### src/verilog/embp_pkg.sv
// package for the external memory bus port: types, field layout, reset values, timing
package embp_pkg;

  localparam int          ADDR_W          = 16;
  localparam int          DATA_W          = 16;
  localparam int          PORT_W          = 8;
  localparam int          LOW_LSB         = 0;
  localparam int          HIGH_LSB        = 8;
  localparam int          WAIT_W          = 4;
  localparam logic [3:0]  WAIT_RST        = 4'h0;
  localparam logic        GPIO_SEL_RST    = 1'b0;
  localparam logic [7:0]  PORT_DIR_RST    = 8'h00;
  localparam logic [7:0]  PORT_OUT_RST    = 8'h00;
  localparam logic [15:0] ADDR_RST        = 16'h0000;
  localparam logic [15:0] DATA_RST        = 16'h0000;
  localparam int          SETUP_CYC       = 1;
  localparam int          HOLD_CYC        = 1;

  typedef enum logic [2:0] {
    EMBP_IDLE   = 3'b000,
    EMBP_SETUP  = 3'b001,
    EMBP_STROBE = 3'b010,
    EMBP_HOLD    = 3'b011,
    EMBP_CAPTURE = 3'b100
  } embp_state_e;

  // request from the core side
  typedef struct packed {
    logic        valid;
    logic        write;
    logic        prog_space;
    logic [15:0] addr;
    logic [15:0] wdata;
  } embp_req_s;

  // software configuration of one 8-bit pin group
  typedef struct packed {
    logic       gpio_sel;
    logic [7:0] dir;
    logic [7:0] out;
  } embp_port_cfg_s;

endpackage

### src/verilog/embp_pin_port.sv
// one 8-bit pin group: address bus function or general-purpose port
module embp_pin_port #(
  parameter int W = 8
) (
  input  wire logic                            clk,
  input  wire logic                            rst_n,
  input  wire embp_pkg::embp_port_cfg_s        cfg,
  input  wire logic [W-1:0]                    addr_bits,
  input  wire logic [W-1:0]                    pin_in,
  output logic      [W-1:0]                    pin_out,
  output logic      [W-1:0]                    pin_oe,
  output logic      [W-1:0]                    port_in
);

  typedef struct packed {
    logic [W-1:0] out;
    logic [W-1:0] oe;
    logic [W-1:0] sync1;
    logic [W-1:0] sync2;
  } embp_pp_s;

  embp_pp_s st_ff;
  embp_pp_s nxt_st;

  always_comb begin
    nxt_st       = st_ff;
    nxt_st.sync1 = pin_in;
    nxt_st.sync2 = st_ff.sync1;
    if (cfg.gpio_sel) begin
      // per-pin direction while owned by the port
      nxt_st.out = cfg.out;
      nxt_st.oe  = cfg.dir;
    end else begin
      // address bus drives every pin
      nxt_st.out = addr_bits;
      nxt_st.oe  = '1;
    end
  end

  always_ff @(posedge clk) begin
    if (!rst_n) begin
      st_ff <= '{out: '0, oe: '1, sync1: '0, sync2: '0}; // address role after reset
    end else begin
      st_ff <= nxt_st;
    end
  end

  assign pin_out = st_ff.out;
  assign pin_oe  = st_ff.oe;
  assign port_in = st_ff.sync2;

endmodule // embp_pin_port

### src/verilog/embp_bus_port.sv
// external memory bus port: address/data pins, space selects, read/write strobes

module embp_bus_port #(
  parameter int WAIT_W = embp_pkg::WAIT_W
) (
  input  wire logic                          clk,
  input  wire logic                          rst_n,
  input  wire embp_pkg::embp_req_s           req,
  input  wire logic [WAIT_W-1:0]             wait_states,
  input  wire embp_pkg::embp_port_cfg_s      low_cfg,
  input  wire embp_pkg::embp_port_cfg_s      high_cfg,
  output logic                               req_ready,
  output logic                               rd_done,
  output logic [15:0]                        rd_data,
  output logic [7:0]                         low_addr_port_bit_in,
  output logic [7:0]                         high_addr_port_bit_in,
  output logic [7:0]                         addr_lo_out,
  output logic [7:0]                         addr_lo_oe,
  input  wire logic [7:0]                    addr_lo_in,
  output logic [7:0]                         addr_hi_out,
  output logic [7:0]                         addr_hi_oe,
  input  wire logic [7:0]                    addr_hi_in,
  output logic [15:0]                        data_out,
  output logic                               data_oe,
  input  wire logic [15:0]                   data_in,
  output logic                               program_space_select_n,
  output logic                               data_space_select_n,
  output logic                               read_strobe_n,
  output logic                               write_strobe_n
);

  typedef struct packed {
    embp_pkg::embp_state_e state;
    logic [WAIT_W-1:0]     cnt;
    logic                  write;
    logic                  prog;
    logic [15:0]           addr;
    logic [15:0]           wdata;
    logic [15:0]           rdata;
    logic                  done;
    logic                  ready;
    logic                  prog_sel_n;
    logic                  data_sel_n;
    logic                  rd_n;
    logic                  wr_n;
    logic                  doe;
    logic [15:0]           dsync1;
    logic [15:0]           dsync2;
  } embp_bus_s;

  embp_bus_s st_ff;
  embp_bus_s nxt_st;

  // selects high and data lines released; idle and hold share this
  function automatic embp_bus_s release_bus(input embp_bus_s s);
    embp_bus_s r;
    r            = s;
    r.prog_sel_n = 1'b1;
    r.data_sel_n = 1'b1;
    r.doe        = 1'b0;
    return r;
  endfunction

  // a phase of n cycles loads n-1 and counts down to zero
  function automatic logic [WAIT_W-1:0] phase_load(input int cycles);
    return WAIT_W'(cycles - 1);
  endfunction

  // reset image: idle, bus released, every strobe and select high
  localparam embp_bus_s BUS_RST = '{
    state:      embp_pkg::EMBP_IDLE,
    cnt:        '0,
    write:      1'b0,
    prog:       1'b0,
    addr:       embp_pkg::ADDR_RST,
    wdata:      embp_pkg::DATA_RST,
    rdata:      embp_pkg::DATA_RST,
    done:       1'b0,
    ready:      1'b0,
    prog_sel_n: 1'b1,
    data_sel_n: 1'b1,
    rd_n:       1'b1,
    wr_n:       1'b1,
    doe:        1'b0,
    dsync1:     embp_pkg::DATA_RST,
    dsync2:     embp_pkg::DATA_RST
  };

  always_comb begin
    nxt_st        = st_ff;
    nxt_st.done   = 1'b0;
    nxt_st.dsync1 = data_in;
    nxt_st.dsync2 = st_ff.dsync1;
    case (st_ff.state)
      embp_pkg::EMBP_IDLE: begin
        nxt_st       = release_bus(nxt_st); // bus released when idle
        nxt_st.ready = 1'b1;
        // taken only on an edge where ready already stands high
        if (req.valid && st_ff.ready) begin
          nxt_st.ready      = 1'b0;
          nxt_st.cnt        = phase_load(embp_pkg::SETUP_CYC);
          nxt_st.write      = req.write;
          nxt_st.prog       = req.prog_space;
          nxt_st.addr       = req.addr;
          nxt_st.wdata      = req.wdata;
          // exactly one space select per access
          nxt_st.prog_sel_n = !req.prog_space;
          nxt_st.data_sel_n = req.prog_space;
          nxt_st.doe        = req.write;
          nxt_st.state      = embp_pkg::EMBP_SETUP;
        end
      end

      embp_pkg::EMBP_SETUP: begin
        // address and select settle before the strobe falls
        if (st_ff.cnt == '0) begin
          nxt_st.cnt   = wait_states;
          nxt_st.rd_n  = st_ff.write;  // read strobe only on reads
          nxt_st.wr_n  = !st_ff.write; // write strobe only on writes
          nxt_st.state = embp_pkg::EMBP_STROBE;
        end else begin
          nxt_st.cnt = st_ff.cnt - 1'b1;
        end
      end

      embp_pkg::EMBP_STROBE: begin
        // wait states stretch the strobe low time
        if (st_ff.cnt == '0) begin
          nxt_st.rd_n  = 1'b1;
          nxt_st.wr_n  = 1'b1;
          nxt_st.cnt   = phase_load(embp_pkg::HOLD_CYC);
          nxt_st.state = embp_pkg::EMBP_HOLD;
        end else begin
          nxt_st.cnt = st_ff.cnt - 1'b1;
        end
      end

      embp_pkg::EMBP_HOLD: begin
        // address and select held past the strobe
        // write data stays driven until the release
        if (st_ff.cnt != '0) begin
          nxt_st.cnt = st_ff.cnt - 1'b1;
        end else begin
          nxt_st = release_bus(nxt_st);
          if (st_ff.write) begin
            nxt_st.ready = 1'b1;
            nxt_st.state = embp_pkg::EMBP_IDLE;
          end else begin
            nxt_st.state = embp_pkg::EMBP_CAPTURE;
          end
        end
      end

      embp_pkg::EMBP_CAPTURE: begin
        // synchroniser now shows the word present as the read strobe rose;
        // two cycles of latency, but even a zero wait state read is safe
        nxt_st.rdata = st_ff.dsync2;
        nxt_st.done  = 1'b1;
        nxt_st.ready = 1'b1;
        nxt_st.state = embp_pkg::EMBP_IDLE;
      end

      default: begin
        nxt_st.state = embp_pkg::EMBP_IDLE;
      end
    endcase
  end

  always_ff @(posedge clk) begin
    if (!rst_n) begin
      st_ff <= BUS_RST;
    end else begin
      st_ff <= nxt_st;
    end
  end

  // pin groups: address role by default, port role on request
  embp_pin_port #(.W(embp_pkg::PORT_W)) u_low (
    .clk       (clk),
    .rst_n     (rst_n),
    .cfg       (low_cfg),
    .addr_bits (nxt_st.addr[embp_pkg::LOW_LSB +: embp_pkg::PORT_W]),
    .pin_in    (addr_lo_in),
    .pin_out   (addr_lo_out),
    .pin_oe    (addr_lo_oe),
    .port_in   (low_addr_port_bit_in)
  );

  embp_pin_port #(.W(embp_pkg::PORT_W)) u_high (
    .clk       (clk),
    .rst_n     (rst_n),
    .cfg       (high_cfg),
    .addr_bits (nxt_st.addr[embp_pkg::HIGH_LSB +: embp_pkg::PORT_W]),
    .pin_in    (addr_hi_in),
    .pin_out   (addr_hi_out),
    .pin_oe    (addr_hi_oe),
    .port_in   (high_addr_port_bit_in)
  );

  // every pin and status output comes straight from a flip-flop
  assign req_ready              = st_ff.ready;
  assign rd_done                = st_ff.done;
  assign rd_data                = st_ff.rdata;
  assign data_out               = st_ff.wdata;
  assign data_oe                = st_ff.doe;
  assign program_space_select_n = st_ff.prog_sel_n;
  assign data_space_select_n    = st_ff.data_sel_n;
  assign read_strobe_n          = st_ff.rd_n;
  assign write_strobe_n         = st_ff.wr_n;

endmodule // embp_bus_port

### config.mk
export PLATFORM = sky130hd
export DESIGN_NAME = embp_bus_port
export DESIGN_NICKNAME = d
export VERILOG_FILES = /design/src/verilog/embp_pkg.sv /design/src/verilog/embp_pin_port.sv /design/src/verilog/embp_bus_port.sv
export SDC_FILE = /design/constraint.sdc
export NUM_CORES = 1
export LEC_CHECK = 0
export BUFFER_PORTS_ARGS = -buffer_cell sky130_fd_sc_hd__buf_2
export CAP_MARGIN = 20
export CORE_MARGIN = 4
export CORE_UTILIZATION = 49
export CTS_CLUSTER_SIZE = 25
export DETAILED_ROUTE_END_ITERATION = 7
export PLACE_DENSITY = 0.79
export SETUP_SLACK_MARGIN = 0.1
export SYNTH_ARGS = -nofsm -noshare
export SYNTH_HDL_FRONTEND = slang
export SYNTH_SLANG_ARGS = --single-unit
export TNS_END_PERCENT = 20
### constraint.sdc
create_clock -name clk -period 2.5 [get_ports clk]
set_clock_uncertainty 0.1 [all_clocks]
set_input_delay 0.25 -clock clk [delete_from_list [all_inputs] [get_ports clk]]
set_output_delay 0.25 -clock clk [all_outputs]
set_load 0.01 [all_outputs]
==> results.yml <==
cells_and_area:
  fin_nets: 916
  area_growth_syn_to_layout_pct: 44.8
  drive_above_1_share_pct: 30.7
  fin_cells: 956
  nFillCells: 698
  largest_reg_flops: 56
  largest-register: "st_ff"
pwr:
  power_frac_seq_pct: 43.2
  clkPwrFrac_pct: 37.2
  combPwrFrac_pct: 19.6
  intPower_mw: 4.93
  powerDensity_nw_per_um2: 881
  power.leakage_nw: 3.40
  peakVddDrop_mv: 0.592
  p_switching_mw: 1.84
  switching_share_pct: 27.1
floorplanning:
  ios: 194
  core_um2: 10400
  initial_utilization_pct: 50.9
  die_h_um: 112
  die_w_um: 112
  dieArea_um2: 12600
  rows: 37
place:
  portBuffers: 193
  place.gp.congestion: 0.841
  placed_cells: 826
  preCtsSetupSlack_ns: 0.505
  dp.final_hpwl_um: 8420
job:
  drv_cap: 0
timing:
  hold_viol_final: 0
  setup_viol_count_final: 0
  tightest_slew_ns: 0.658
  maxSlewHeadroom_pct: 56.0
  min_period_ns: 2.02
  tns_ns: 0
  slew_viol_final: 0
  worst_slack_ns: 0.477
  worst_hold_slack_ns: 0.0364
  fmax_mhz: 494
  fin_crit_sh_pct: 80.9
  rsz0062_at_grt: "no"
grt:
  grt_remaining_overflow: 0
  grt_pass1_wl_um: 24300
  first_global_vias: 4839
  grtUsageTotal_pct: 24.5
  grt_start_max_net_pins: 37
  antenna_found_initial: 0
clocking:
  cts_tree: "yes"
  cts_buffers: 17
  cts_buffer_depth: 2
  htreeDepth: 4
  clkLatencyLatePin_ns: 0.53
  cts.sinks: 159
  clkTransAtPathRegs_ns: 0.06
  cts_root_buffer: "clkbuf_8"
route:
  wire_per_inst_um: 16.0
  vias_per_cell: 4.90
  drtIter0Drc: 269
  drc: 0
  ant_nets: 0
  finalWirelength_um: 15300
  detail_route.first_pass.iterations: 4
  vias: 4683
setup_path:
  crit_path_end_kind: "register"
  crit_chain: "inv_1 -> ha_1 -> nor3b_2 -> nand3_1 -> a21oi_1 -> mux2_2"
  crit_type: "reg -> reg"
  startpoint_type: "register"
  slowest_delay_ns: 0.36
  crit_slowest_cell: "mux2_2"
  crit_required_ns: 2.82
  crit_path_max_fanout: 5
  crit_arrival_ns: 2.34
logic_synthesis:
  synth_edf_count: 0
  ys_async_sr_fraction_pct: 0
  synth.largest_area_cell: "dfxtp_1"
  syn-cell-area_um2: 5310
  ys_warn_count: 0
  yosysTopAreaCellShare_pct: 60.0
  synth_nets: 664
  synth-seq-cells: 159
  synth.most_common_cell: "dfxtp_1"
  synth_ff_type: "dfxtp_1"
  avgSynthCellArea_um2: 9.56
  synth_area_leaders: "dfxtp_1, and2_1, nand2_1, a21oi_1, buf_4"
  synth_cells: 555
  ys_seq_area_share_pct: 60.0
  synth_common_cells: "dfxtp_1, nand2_1, and2_1"
  synth_cell_types: 39
min_path:
  worstHoldPathType: "in -> reg"
status:
  status: "completed"
-- layer usage --
metal / GRT usage (%) / part of all wire, % / vias up
li1: - / - / 2286
met1: 27.1 / 39 / 2137
met2: 42.3 / 50 / 214
met3: 8.79 / 7.4 / 46
met4: 11.1 / 3.4 / 0
met5: 0 / 0 / -
-- area by class of cell --
class / count / area [um2] / share of cell area, %
diodes: 2 / 5.00 / 0.0651
clock buffers: 24 / 500 / 6.51
clock inverters: 6 / 80.1 / 1.04
inverters: 7 / 26.3 / 0.342
multi-input cells: 326 / 1730 / 22.6
flip-flops and latches: 159 / 3180 / 41.4
well taps: 136 / 170 / 2.21
repair buffers: 296 / 1980 / 25.8
-- worst paths after layout --
path | start | end | slack [ns] | depth (start not counted)
setup reg to reg | st_ff[89]$_SDFFE_PN0P_ | program_space_select_n$_SDFFE_PN1P_ | 0.48 | 6
setup / recovery | st_ff[89]$_SDFFE_PN0P_ | program_space_select_n$_SDFFE_PN1P_ | 0.48 | 6
hold / removal | wait_states[3] | st_ff[92]$_SDFFE_PN0P_ | 0.04 | 4
hold reg to reg | u_low.nxt_st[0]$_SDFF_PN0_ | u_low.port_in[0]$_SDFF_PN0_ | 0.33 | 1
-- placed cells by master, fill, tap and decap left out, types with 5 or more instances in the layout --
| cell type | netlist | final |
|---|---|---|
| dfxtp_1 | 159 | 159 |
| a21oi_1 | 55 | 55 |
| clkbuf_16 | 0 | 16 |
| nor3_1 | 7 | 7 |
| or2_2 | 17 | 17 |
| buf_2 | 10 | 193 |
| nor2_1 | 6 | 6 |
| dlygate4sd3_1 | 0 | 98 |
| and2_1 | 65 | 65 |
| nand2_1 | 108 | 108 |
| o21ai_0 | 17 | 17 |
| buf_4 | 32 | 5 |
| a31oi_1 | 19 | 19 |
| inv_1 | 6 | 6 |
| clkbuf_8 | 0 | 7 |
-- power by group through the flow --
stage | sequential (mW) | combinational, mW | clock (mW)
final | 2.92 | 1.33 | 2.52
after CTS | 2.91 | 1.29 | 2.53
after detailed placement | 2.96 | 1.16 | 0
after global placement | 2.95 | 1.12 | 0
after global routing | 2.94 | 1.47 | 2.67
after floorplan | 2.94 | 0.887 | 0
-- kinds of logic after synthesis --
group,synth area share (%)
AND/OR/NAND/NOR,20.2
flip-flops,60.0
AO/OA/AOI/OAI,11.1
buffers and inverters,7.45
XOR/XNOR,0.330
multiplexers,0.401
adder cells (fa/ha/maj),0.472
-- worst max-delay path, delay by kind of cell, from the launching register on --
kind                       cells  cell delay (ns)
AOI/OAI and AO/OA              1             0.28
buffers and inverters          1             0.10
muxes                          1             0.36
adders and majority gates      1             0.20
DFF                            1             0.35
and+or+nand+nor                2             0.53
-- metrics by stage --
| step | power (mW) | cell area [um2] | utilization [%] |
|---|---|---|---|
| after floorplan | 3.83 | 5310 | - |
| after global placement | 4.07 | 6120 | 58.7 |
| after detailed placement | 4.13 | 6120 | 58.7 |
| after CTS | 6.73 | 7680 | 73.7 |
| after global routing | 7.08 | 7680 | 73.7 |
| final | 6.77 | 7680 | 73.8 |
-- repair_timing --
item | 4_1_cts | 5_1_grt
hold buffers | 98 | 0
setup buffers | 0 | 0
gates resized for setup | 0 | 0
hold endpoints to repair | 100 | 0
No activity file was read; power rests on OpenSTA's default activity.
